### src/inc/bcs_regs.svh
// Constants for the buck channel supervisor: counts in switching cycles.
`ifndef BCS_REGS_SVH
`define BCS_REGS_SVH
// Reference code for full regulation voltage, one step being 1/64.
`define BCS_REF_FULL 7'h40
// Last prescaler value: 32 cycles per step, 64 steps give 2048 cycles.
`define BCS_STEP_LAST 5'h1f
// Normal soft-start length in switching cycles.
`define BCS_SS_NORMAL 13'h0800
// Longest adaptive soft-start, twice the normal length.
`define BCS_SS_MAX 13'h1000
// Hiccup timeout in switching cycles (7936).
`define BCS_HICCUP_CYCLES 13'h1f00
// Full value of the 3-bit overcurrent counter.
`define BCS_OCC_FULL 3'h7
`endif

### src/inc/bcs_pkg.sv
// Types shared by the buck channel supervisor modules.
package bcs_pkg;
    // Channel sequencing states.
    typedef enum logic [2:0] {
        BCS_OFF = 3'b000,
        BCS_WAIT_FIRST = 3'b001,
        BCS_SOFT_START = 3'b010,
        BCS_RUN = 3'b011,
        BCS_SOFT_STOP = 3'b100,
        BCS_HICCUP = 3'b101
    } bcs_state_type;
    // Commands to the reference ramp.
    typedef enum logic [1:0] {
        BCS_RAMP_HOLD = 2'b00,
        BCS_RAMP_UP = 2'b01,
        BCS_RAMP_DOWN = 2'b10,
        BCS_RAMP_CLEAR = 2'b11
    } bcs_ramp_cmd_type;
    // Comparator and modulator indications, all synchronous to clk_sys.
    typedef struct packed {
        logic en_ok;
        logic supply_low_lockout;
        logic thermal_shutdown;
        logic hs_demand;
        logic ref_above_fb;
        logic src_trip;
        logic sink_trip;
        logic fb_above_upper;
        logic fb_below_lower;
    } bcs_sense_type;
    // Gate drive pair.
    typedef struct packed {
        logic high_side_gate_drive;
        logic low_side_gate_drive;
    } bcs_gate_type;
    // Ramp state.
    typedef struct packed {
        logic [6:0] level;
        logic [4:0] pre;
        logic [12:0] len;
    } bcs_ramp_st_type;
    // Overcurrent counter state.
    typedef struct packed {
        logic [2:0] cnt;
    } bcs_occ_st_type;
    // Top-level channel state.
    typedef struct packed {
        bcs_state_type st;
        logic [12:0] hic;
        logic src_seen;
        logic skip;
        logic sink_cut;
        logic pg_ok;
        bcs_gate_type gate;
        logic pg_oe;
        logic hiccup;
    } bcs_chan_st_type;
endpackage

### src/verilog/bcs_channel.sv
// One channel of the step-down regulator fault and sequencing supervisor.
//
// Notes on behaviour
// - After soft-start, count source-limit tripped cycles.
// - Untripped cycle decrements counter, stopping at zero.
// - Counter at seven: drives off, 7936-cycle hiccup.
// - Hiccup end starts a fresh soft-start.
// - Soft-start trips skip; full counter rolls ramp back.
// - Soft-start at double length: off 7936 cycles.
// - Upper threshold releases power-good high.
// - Lower threshold drives power-good low.
// - Power-good held low throughout hiccup.
// - Both drives off until first modulator pulse.
// - First pulse: reference above feedback or timeout.
// - Low-side source trip skips next high-side cycle.
// - Low-side sink trip cuts low side at once.
// - Supply lockout holds both drives low.
// - Thermal shutdown forces off and resets soft-start.
// - Channel starts only while enable comparator high.
// - Reference steps are 1/64 of final.
// - Adaptive soft-start stretches to 4096 cycles.
// - Disable ramps down, then drives turn off.
`timescale 1ns/1ps
`include "bcs_regs.svh"
module bcs_channel
    import bcs_pkg::*;
#(
    // Hiccup timeout in switching cycles; may be shortened in simulation.
    parameter logic [12:0] HICCUP_CYCLES = `BCS_HICCUP_CYCLES
)
(
    // Clock, reset and freeze.
    input wire logic clk_sys,
    input wire logic nrst,
    input wire logic ce,
    // Switching-cycle start pulse.
    input wire logic tick,
    // Comparator and modulator indications.
    input wire bcs_sense_type sense,
    // Gate drives.
    output bcs_gate_type gate,
    // Open-drain power-good pin; output enable high pulls it low.
    output logic power_ok_output_o,
    output logic power_ok_output_oe,
    // Status.
    output bcs_state_type state,
    output logic hiccup_active,
    output logic [6:0] ref_level,
    output logic [2:0] occ_count
);
    // ------------------------------------------------------------
    // Declarations
    // ------------------------------------------------------------
    bcs_chan_st_type q_r; // Registered channel state.
    bcs_chan_st_type q_nxt; // Next channel state.
    bcs_ramp_cmd_type ramp_cmd; // Command to the reference ramp.
    logic occ_clear; // Holds the overcurrent counter at zero.
    logic occ_tick; // Counter update strobe.
    logic occ_full; // Counter has reached seven.
    logic cyc_trip; // Source trip seen in the cycle now ending.
    logic locked; // Supply lockout or thermal shutdown.
    logic switching_nxt; // Next state allows switching.
    logic at_top; // Reference at final value.
    logic at_zero; // Reference at zero.
    logic ss_expired; // Normal soft-start time over.
    logic ss_overlong; // Soft-start hit its longest length.

    // ------------------------------------------------------------
    // Submodules
    // ------------------------------------------------------------

    // Reference ramp for soft-start and soft-stop.
    bcs_ramp u_ramp
    (
        .clk_sys(clk_sys),
        .nrst(nrst),
        .ce(ce),
        .tick(tick),
        .cmd(ramp_cmd),
        .trip(cyc_trip),
        .rollback(occ_full),
        .level(ref_level),
        .at_top(at_top),
        .at_zero(at_zero),
        .ss_expired(ss_expired),
        .ss_overlong(ss_overlong)
    );

    // Hiccup overcurrent counter.
    bcs_occ u_occ
    (
        .clk_sys(clk_sys),
        .nrst(nrst),
        .ce(ce),
        .clear(occ_clear),
        .tick(occ_tick),
        .trip(cyc_trip),
        .count(occ_count)
    );

    assign occ_full = (occ_count == `BCS_OCC_FULL);

    // ------------------------------------------------------------
    // Next-state logic
    // ------------------------------------------------------------

    // All decisions for the channel; inputs are taken as synchronous. Sequencing waits
    // for the cycle tick; lockout, thermal shutdown, a full counter in RUN and power-good act on any clock.
    always_comb
    begin
        q_nxt = q_r;
        locked = sense.supply_low_lockout | sense.thermal_shutdown;
        // A trip in the very cycle the tick clears the latch still counts.
        cyc_trip = q_r.src_seen | (q_r.gate.low_side_gate_drive & sense.src_trip);

        // Source trip is only meaningful during the low-side on-time.
        if (q_r.gate.low_side_gate_drive && sense.src_trip)
        begin
            q_nxt.src_seen = 1'b1;
        end
        // Per-cycle bookkeeping at the start of each switching cycle.
        if (tick)
        begin
            q_nxt.skip = cyc_trip;
            q_nxt.src_seen = 1'b0;
            q_nxt.sink_cut = 1'b0;
        end
        // Sink trip cuts the low side; it follows the clear, so a tick never hides it.
        if (q_r.gate.low_side_gate_drive && sense.sink_trip)
        begin
            q_nxt.sink_cut = 1'b1;
        end


        // Sequencer; transitions happen at the cycle tick.
        if (tick)
        begin
            unique case (q_r.st)
                BCS_OFF:
                begin
                    if (sense.en_ok)
                    begin
                        q_nxt.st = BCS_WAIT_FIRST;
                    end
                end
                BCS_WAIT_FIRST:
                begin
                    if (!sense.en_ok)
                    begin
                        q_nxt.st = BCS_OFF;
                    end
                    else if (sense.ref_above_fb || ss_expired)
                    begin
                        q_nxt.st = BCS_SOFT_START;
                    end
                end
                BCS_SOFT_START:
                begin
                    if (!sense.en_ok)
                    begin
                        q_nxt.st = BCS_SOFT_STOP;
                    end
                    else if (ss_overlong)
                    begin
                        q_nxt.st = BCS_HICCUP;
                        q_nxt.hic = 13'h0000;
                    end
                    else if (at_top)
                    begin
                        q_nxt.st = BCS_RUN;
                    end
                end
                BCS_RUN:
                begin
                    if (!sense.en_ok)
                    begin
                        q_nxt.st = BCS_SOFT_STOP;
                    end
                end
                BCS_SOFT_STOP:
                begin
                    if (sense.en_ok)
                    begin
                        q_nxt.st = BCS_SOFT_START;
                    end
                    else if (at_zero)
                    begin
                        q_nxt.st = BCS_OFF;
                    end
                end
                BCS_HICCUP:
                begin
                    if (q_r.hic == HICCUP_CYCLES - 13'h0001)
                    begin
                        q_nxt.st = BCS_WAIT_FIRST;
                    end
                    else
                    begin
                        q_nxt.hic = q_r.hic + 13'h0001;
                    end
                end
                default:
                begin
                    q_nxt.st = BCS_OFF;
                end
            endcase
        end

        // A full counter after soft-start stops the channel at once; during
        // soft-start the same condition only rolls the ramp back.
        if (q_r.st == BCS_RUN && occ_full)
        begin
            q_nxt.st = BCS_HICCUP;
            q_nxt.hic = 13'h0000;
        end

        // Lockout and thermal shutdown override everything, any cycle.
        if (locked)
        begin
            q_nxt.st = BCS_OFF;
            q_nxt.hic = 13'h0000;
        end

        // Gate drives follow the next state so they change with it.
        switching_nxt = (q_nxt.st == BCS_SOFT_START) || (q_nxt.st == BCS_RUN) ||
                        (q_nxt.st == BCS_SOFT_STOP);
        // High side only on a modulator pulse in an unskipped cycle.
        q_nxt.gate.high_side_gate_drive = switching_nxt & sense.hs_demand &
                                          ~q_nxt.skip;
        // Low side is the complement unless a sink trip cut it.
        q_nxt.gate.low_side_gate_drive = switching_nxt &
                                         ~q_nxt.gate.high_side_gate_drive &
                                         ~q_nxt.sink_cut;

        // Power-good with hysteresis; forced low off, locked or in hiccup.
        if (sense.fb_above_upper)
        begin
            q_nxt.pg_ok = 1'b1;
        end
        if (sense.fb_below_lower)
        begin
            q_nxt.pg_ok = 1'b0;
        end
        if (q_nxt.st == BCS_HICCUP || q_nxt.st == BCS_OFF)
        begin
            q_nxt.pg_ok = 1'b0;
        end
        q_nxt.pg_oe = ~q_nxt.pg_ok;
        q_nxt.hiccup = (q_nxt.st == BCS_HICCUP);
    end

    // Ramp and counter steering from the present state.
    always_comb
    begin
        ramp_cmd = BCS_RAMP_HOLD;
        unique case (q_r.st)
            BCS_OFF, BCS_HICCUP:
            begin
                ramp_cmd = BCS_RAMP_CLEAR;
            end
            BCS_WAIT_FIRST, BCS_SOFT_START:
            begin
                ramp_cmd = BCS_RAMP_UP;
            end
            BCS_SOFT_STOP:
            begin
                ramp_cmd = BCS_RAMP_DOWN;
            end
            default:
            begin
                ramp_cmd = BCS_RAMP_HOLD;
            end
        endcase
        // Thermal shutdown and lockout reset soft-start immediately.
        if (sense.supply_low_lockout || sense.thermal_shutdown)
        begin
            ramp_cmd = BCS_RAMP_CLEAR;
        end
        // A soft-start from OFF or hiccup begins with an empty counter; one from soft-stop keeps it.
        occ_clear = (q_r.st == BCS_OFF) || (q_r.st == BCS_HICCUP) ||
                    (q_r.st == BCS_WAIT_FIRST);
        occ_tick = tick && ((q_r.st == BCS_SOFT_START) || (q_r.st == BCS_RUN) ||
                            (q_r.st == BCS_SOFT_STOP));
    end

    // ------------------------------------------------------------
    // State register
    // ------------------------------------------------------------

    // Reset lands in OFF with both drives low and power-good pulled low.
    always_ff @(posedge clk_sys or negedge nrst)
    begin
        if (!nrst)
        begin
            q_r <= '{st: BCS_OFF, pg_oe: 1'b1, default: '0};
        end
        else if (ce)
        begin
            q_r <= q_nxt;
        end
    end

    // Outputs come straight from the state register, power_ok_output_o tied low.
    assign gate = q_r.gate;
    assign power_ok_output_o = 1'b0;
    assign power_ok_output_oe = q_r.pg_oe;
    assign state = q_r.st;
    assign hiccup_active = q_r.hiccup;
endmodule // bcs_channel

### src/verilog/bcs_occ.sv
// Three-bit saturating overcurrent event counter.
`timescale 1ns/1ps
`include "bcs_regs.svh"
module bcs_occ
    import bcs_pkg::*;
(
    // Clock, reset and freeze.
    input wire logic clk_sys,
    input wire logic nrst,
    input wire logic ce,
    // Control.
    input wire logic clear,
    input wire logic tick,
    input wire logic trip,
    // Count.
    output logic [2:0] count
);
    bcs_occ_st_type q_r; // Registered state.
    bcs_occ_st_type q_nxt; // Next state.

    // Count up on a tripped cycle, down otherwise, saturating at both ends.
    always_comb
    begin
        q_nxt = q_r;
        if (clear)
        begin
            q_nxt.cnt = 3'h0;
        end
        else if (tick && trip)
        begin
            if (q_r.cnt != `BCS_OCC_FULL)
            begin
                q_nxt.cnt = q_r.cnt + 3'h1;
            end
        end
        else if (tick && q_r.cnt != 3'h0)
        begin
            q_nxt.cnt = q_r.cnt - 3'h1;
        end
    end

    // State register; ce low freezes the count.
    always_ff @(posedge clk_sys or negedge nrst)
    begin
        if (!nrst)
        begin
            q_r <= '0;
        end
        else if (ce)
        begin
            q_r <= q_nxt;
        end
    end

    assign count = q_r.cnt;
endmodule // bcs_occ

### src/verilog/bcs_ramp.sv
// Soft-start and soft-stop reference ramp with adaptive slowing.
`timescale 1ns/1ps
`include "bcs_regs.svh"
module bcs_ramp
    import bcs_pkg::*;
(
    // Clock, reset and freeze.
    input wire logic clk_sys,
    input wire logic nrst,
    input wire logic ce,
    // Control.
    input wire logic tick,
    input wire bcs_ramp_cmd_type cmd,
    input wire logic trip,
    input wire logic rollback,
    // Ramp state.
    output logic [6:0] level,
    output logic at_top,
    output logic at_zero,
    output logic ss_expired,
    output logic ss_overlong
);
    bcs_ramp_st_type q_r; // Registered state.
    bcs_ramp_st_type q_nxt; // Next state.

    // A tripped cycle does not advance the prescaler, which slows the rise.
    always_comb
    begin
        q_nxt = q_r;
        if (cmd == BCS_RAMP_CLEAR)
        begin
            q_nxt = '0;
        end
        else if (tick && cmd == BCS_RAMP_UP)
        begin
            if (q_r.len != `BCS_SS_MAX)
            begin
                q_nxt.len = q_r.len + 13'h0001;
            end
            if (rollback && q_r.level != 7'h00)
            begin
                q_nxt.level = q_r.level - 7'h01;
                q_nxt.pre = 5'h00;
            end
            else if (!trip)
            begin
                q_nxt.pre = q_r.pre + 5'h01;
                if (q_r.pre == `BCS_STEP_LAST && q_r.level != `BCS_REF_FULL)
                begin
                    q_nxt.level = q_r.level + 7'h01;
                end
            end
        end
        else if (tick && cmd == BCS_RAMP_DOWN)
        begin
            q_nxt.pre = q_r.pre + 5'h01;
            if (q_r.pre == `BCS_STEP_LAST && q_r.level != 7'h00)
            begin
                q_nxt.level = q_r.level - 7'h01;
            end
        end
    end

    // State register; ce low freezes the ramp.
    always_ff @(posedge clk_sys or negedge nrst)
    begin
        if (!nrst)
        begin
            q_r <= '0;
        end
        else if (ce)
        begin
            q_r <= q_nxt;
        end
    end

    assign level = q_r.level;
    assign at_top = (q_r.level == `BCS_REF_FULL);
    assign at_zero = (q_r.level == 7'h00);
    assign ss_expired = (q_r.len >= `BCS_SS_NORMAL);
    assign ss_overlong = (q_r.len >= `BCS_SS_MAX);
endmodule // bcs_ramp
### config.mk
export PLATFORM = sky130hd
export DESIGN_NAME = bcs_channel
export DESIGN_NICKNAME = d
export VERILOG_FILES = /design/src/inc/bcs_pkg.sv /design/src/verilog/bcs_channel.sv /design/src/verilog/bcs_occ.sv /design/src/verilog/bcs_ramp.sv
export VERILOG_INCLUDE_DIRS = /design/src /design/src/inc
export SDC_FILE = /design/constraint.sdc
export NUM_CORES = 1
export LEC_CHECK = 0
export BUFFER_PORTS_ARGS = -buffer_cell sky130_fd_sc_hd__buf_2
export CAP_MARGIN = 10
export CORE_MARGIN = 4
export CORE_UTILIZATION = 49
export CTS_CLUSTER_DIAMETER = 100
export DETAILED_ROUTE_END_ITERATION = 12
export PLACE_DENSITY = 0.67
export SETUP_SLACK_MARGIN = 0.15
export SLEW_MARGIN = 20
export SYNTH_ARGS = -nofsm -noshare
export SYNTH_HDL_FRONTEND = slang
export SYNTH_SLANG_ARGS = --single-unit
### constraint.sdc
create_clock -name clk_sys -period 3.3 [get_ports clk_sys]
set_clock_uncertainty 0.1 [all_clocks]
set_input_delay 0.33 -clock clk_sys [delete_from_list [all_inputs] [get_ports clk_sys]]
set_output_delay 0.33 -clock clk_sys [all_outputs]
set_load 0.02 [all_outputs]
[Yosys cells after proc, flatten, opt, wreduce, memory -nomap -nowiden]
Index checks and enable logic that the tools add are counted.
Widths: inputs -> output; s select.
Storage, ports and cells
  bits in registers: 52
  latch bits: 0
  RAM bits: 0
  ROM bits: 0
  input port bits: 13
  output and inout bits: 18
  word-level logic and storage cells: 139
  memories kept: 0
Operators by class
  add/sub/neg operators: 7
  multiply operators: 0
  div/mod/pow operators: 0
  $lt $le $gt $ge: 2
  equality and inequality tests: 25
  shift operators: 0
  multiplexer cells: 39
  bitwise gates (word level): 11
  reduce and logical (&&, ||, !) cells: 41
Operator list (number)
  $mux 13: 5
  $mux 12: 4
  $mux 16: 3
  $mux 3: 15
  $add 13x1->13 const B: 2
  $pmux 13 s2: 1
  $mux 25: 1
  $pmux 3 s6: 1
  $ne 4x4->1 const B: 4
  $eq 3x3->1 const B: 5
  $reduce_bool 3->1: 5
  $mux 7: 2
  $eq 13x13->1 const B: 1
  $ge 13x12->1 const B: 1
  $ge 13x13->1 const B: 1
  $ne 13x13->1 const B: 1
  $eq 3x2->1 const B: 4
  $logic_and 1x1->1: 11
  $logic_or 1x1->1: 9
  $reduce_and 3->1: 3
  $add 7x1->7 const B: 1
  $eq 7x7->1 const B: 1
  $logic_not 7->1: 1
  $ne 7x7->1 const B: 1
  other kinds (24): 42

[Longest topological paths before layout]
  depth after elaboration: 16
  mapped depth: 9
  gate-level depth less buffers: 9

[Cells and area by module]
Synthesis repeated with hierarchy kept, for this count alone.
Second synthesis, totals
  cells, all modules: 403
  area, all modules: 3623.5 um2
By module, submodules not included
  bcs_ramp: times used 1, cells an instance 187, area an instance 1720.4 um2, sequential area each 625.6 um2
  bcs_channel: times used 1, cells an instance 191, area an instance 1662.8 um2, sequential area each 601.8 um2
  bcs_occ: times used 1, cells an instance 25, area an instance 240.2 um2, sequential area each 75.1 um2

[Worst setup path after synthesis]
No wires, ideal clock.
  path type: register to register
  start: register u_ramp.q_r, in the netlist u_ramp.level[0]
  end: register u_ramp.q_r, in the netlist u_ramp.level[6]
  library setup time: 0.122 ns
  data arrival time: 2.047 ns
  data required time: 3.078 ns
  path slack: 1.031 ns
  stages on the path, launching flop included: 9
  buffers on the path: 0
  clock period less this slack: 2.269 ns
  cells stage by stage: dfrtp_1 inv_1 ha_1 nor3b_2 a21oi_4 o221ai_2 nor3_2 o21ai_1 a32o_1
Between the ends
  longest elaborated chain between the ends: 6
  elaborated cells between the ends (all ways): 18
  those cells by class: 2 x add/sub; 3 x eq/ne; 7 x mux; 6 x reduce/logical
RTL lines
  start, declared: RTL line bcs_ramp.sv:23  | bcs_ramp_st_type q_r;
  start signal, assigned: RTL line bcs_ramp.sv:73  | q_r <= q_nxt;
  $add 7x1->7: RTL line bcs_ramp.sv:50  | q_nxt.level = q_r.level + 7'h01;
  $mux 7: RTL line bcs_ramp.sv:48  | if (q_r.pre == `BCS_STEP_LAST && q_r.level != `BCS_REF_FULL)
  $mux 12: RTL line bcs_ramp.sv:45  | else if (!trip)
  $mux 12: RTL line bcs_ramp.sv:40  | if (rollback && q_r.level != 7'h00)
  $mux 12: RTL line bcs_ramp.sv:34  | else if (tick && cmd == BCS_RAMP_UP)
  $mux 25: RTL line bcs_ramp.sv:30  | if (cmd == BCS_RAMP_CLEAR)
Parallel ways exist; a longest one is shown, timed or not. The select of a mux whose other input is x is not followed.
A chain may end at the register's enable or synchronous reset.

[Worst setup path in the final report]
Same ends and word-level chain as after synthesis.

==> metrics.csv <==
stage,metric,value,unit
route,Routed Antenna Nets,0,
sta,worst hold margin,-22.37,ps
worst_setup_path,top cell family by delay on the critical path,compound AO/OA/AOI/OAI gates,
synth,"Distinct cells, synth",73,
sta,fin crit share,0.7913,
min_path,Min-Delay Path Class,input pin to asynchronous set/reset pin,
sta,RSZ-0062 raised after global routing,no,
finish,fin cells,500,
floorplanning,initial core utilization,0.5080,
power_and_ir_drop,worst-case vdd ir drop,132.4,µV
worst_setup_path,Setup crit start kind,register,
power_and_ir_drop,Pwr Density,353.6,nW/µm²
global_routing,largest net degree at the start of global routing,34,
finish,Antenna Cells,0,
floorplanning,io pins,31,
clocking,TritonCTS clock tree,built,
global_routing,vias in the first global route,2794,
finish,Finished Core Util,0.5392,
clocking,worst skew pair latency,310,ps
route,vias per cell,5.850,
floorplanning,Die Ht,92.39,µm
worst_setup_path,worst-path cell chain,"inv_1, ha_1, nor3b_2, a21oi_4, o221ai_2, nor3_2, o21ai_1, a32o_1",
power_and_ir_drop,Leakage Power,1.596,nW
sta,fin. max-slew vios,0,
floorplanning,die area,8536,µm²
floorplanning,total core area,6869,µm²
route,routed length per instance,15.71,µm
synth,register area share after synthesis,0.3733,
worst_setup_path,Critical Path Sink Type,register,
finish,"Design Area, Final",3704,µm²
synth,Synth Cell Area,3490,µm²
route,DR pass1 iterations,4,
clocking,clk buf depth,2,
clocking,CTS buffer count,5,
clocking,post-CTS sizing,0,
global_routing,initial antenna violation count,0,
synth,post-synthesis simple-gate area fraction,0.2574,
route,initial DRC count,100,
worst_setup_path,Buffers & Inverters on Critical Path,1,
finish,synthesis-to-layout area growth,6.131,%
synth,main combinational cell family by area after synthesis,simple AND/OR/NAND/NOR gates,
synth,main flop type after synthesis,dfrtp_1,
synth,Synth Area in Compound Gates,0.2004,
placement,DP HPWL,5637,µm
route,Vias,2925,
sta,Max Clk Rate,0.3829,GHz
worst_setup_path,Crit Path Category,register to register,
sta,Max-slew headroom,0.4818,
finish,Nets,424,
synth,number of synthesized flops with an enable pin,0,
clocking,total setup buffers inserted after CTS,0,
placement,GPL Wtd Cong,0.8833,
outcome,status,finished with violations,
clocking,# hold bufs at CTS,0,
synth,asr flop ratio synth,1.000,
sta,"Min Clock Period, post-route",2611,ps
worst_setup_path,Worst Path Max Fanout,9,
synth,Ys Warns,0,
global_routing,global route overflow,0,
placement,I/O Buffers,29,
finish,share of cells above drive strength 1,0.1634,
synth,"flops & latches, synth",52,
clocking,Clock Sink Count,52,
global_routing,All-Layer GR Usage,0.1969,
synth,net count after synthesis,412,
sta,final count of hold timing violations,27,
global_routing,first-pass GRT wire length,13650,µm
route,DRC,0,
floorplanning,Die Wd,92.39,µm
worst_setup_path,Max stage delay on crit path,550,ps
worst_setup_path,crit path DAT,2720,ps
placement,placed cell count,492,
sta,setup violators final,0,
worst_setup_path,critical path required time,3410,ps
synth,Mapped Cells,391,
synth,post-synthesis mux area share,0.02976,
worst_setup_path,slowest CP cell,nor3_2,
synth,Adder-Cell Fraction of Synth Area,0.03084,
outcome,failing checks,hold timing,
clocking,H-tree depth,2,
synth,Post-Syn Area per Cell,8.925,µm²
run,Max Cap Violations,0,
sta,Slew @ Worst Pin,777.2,ps
floorplanning,FP Rows,30,
sta,setup TNS,0,ps
synth,Post-Synth XOR/XNOR Area,0.03765,
clocking,"CTS clk-pin slew, worst paths",100,ps
clocking,CTS Root Cell,clkbuf_8,
power_and_ir_drop,Tot Pwr,1.310,mW
placement,Post-DP Area,3610,µm²
route,Routed WL,7855,µm
==> cells in the final DEF (no fill, tap or decap), drive strengths merged, types with 5 or more instances in the layout <==
master / Yosys / final
mux2i: 7 / 7
nor2: 41 / 41
nor3: 8 / 8
a31oi: 8 / 8
a21oi: 19 / 19
ha: 7 / 7
xor2: 12 / 12
and3: 9 / 9
inv: 18 / 18
buf: 24 / 33
o21ai: 30 / 30
clkbuf: 4 / 7
and2: 7 / 7
dfrtp: 51 / 51
nand2b: 5 / 5
nand4: 11 / 11
nand3: 21 / 21
nand2: 30 / 30
==> Yosys cell counts, drive strengths merged (3+ instances only) <==
cell type	n	area [µm²]
a211oi	3	40.04
a21o	4	30.03
a21oi	19	106.4
a22o	4	35.03
a31oi	8	50.05
and2	7	43.79
and3	9	56.30
and4	4	35.03
buf	24	160.2
clkbuf	4	15.01
dfrtp	51	1276
ha	7	87.58
inv	18	67.56
mux2	3	33.78
mux2i	7	70.07
nand2	30	115.1
nand2b	5	31.28
nand3	21	110.1
nand4	11	68.82
nor2	41	172.7
nor2b	4	25.02
nor3	8	55.05
nor4	3	18.77
nor4b	3	41.29
o211ai	3	27.52
o21ai	30	153.9
o221ai	3	32.53
o2bb2ai	3	26.28
o31ai	4	35.03
or3	3	18.77
or4	4	33.78
xnor2	3	26.28
xor2	12	105.1
==> power breakdown <==
part / total [mW] / internal [mW] / switching, mW
Sequential: 0.684 / 0.652 / 0.0314
Clock: 0.395 / 0.171 / 0.223
Combinational: 0.231 / 0.0737 / 0.158
Total: 1.31 / 0.897 / 0.413
==> stage by stage <==
step	hold slack, ps	setup slack (ps)
finish	-22.37	688.6
global route	35.69	455.1
CTS	11.89	695.5
detailed placement	360.7	714.0
global placement	334.9	796.5
floorplan	-65.59	1031
==> per-layer routing <==
metal	routed length, µm	global-route usage
met5	0	0
met4	124	0.06064
met3	370	0.03574
met2	3720	0.3142
met1	3640	0.2714
==> worst paths after layout <==
check	startpoint	endpoint	slack, ps	cells after the start
worst max-delay path	u_ramp.level[0]	u_ramp.level[6]	690	8
worst min-delay path	nrst	gate[0]	-20	1
worst max register to register	u_ramp.level[0]	u_ramp.level[6]	690	8
worst min register to register	gate[1]	gate[1]	390	2
max in group asynchronous	nrst	q_r[19]	2360	2
min in group clk_sys	sense[2]	q_r[5]	180	2
==> worst reg2reg max path, delay by kind of cell (launching register included) <==
family / cells / cell delay (ps)
AND/OR/NAND/NOR: 2 / 760
buffers and inverters: 1 / 100
adder cells (fa/ha/maj): 1 / 270
AO/OA/AOI/OAI: 4 / 890
flip-flops: 1 / 410
==> sequential cells by signal (all words and copies together) (netlist names) <==
signal,count
state,3
u_ramp.level,7
gate,2
q_r,17
power_ok_output_oe,1
u_ramp.q_r,18
hiccup_active,1
u_occ.count,3
==> cell type report <==
class                           count  area (µm²)
Sequential cell                    52        1303
Tap cell                           96       120.1
Timing Repair Buffer               33       175.2
Multi-Input combinational cell    293        1944
Fill cell                         654        3166
Inverter                           18       67.56
Clock buffer                        7       86.33
Clock inverter                      1       7.507
==> logic make-up after synthesis <==
family	after synthesis
AND/OR/NAND/NOR	161
buffers and inverters	46
other	1
XOR/XNOR	15
AO/OA/AOI/OAI	98
multiplexers	10
flip-flops	52
adder cells (fa/ha/maj)	8
No activity file was read; power rests on OpenSTA's default activity.
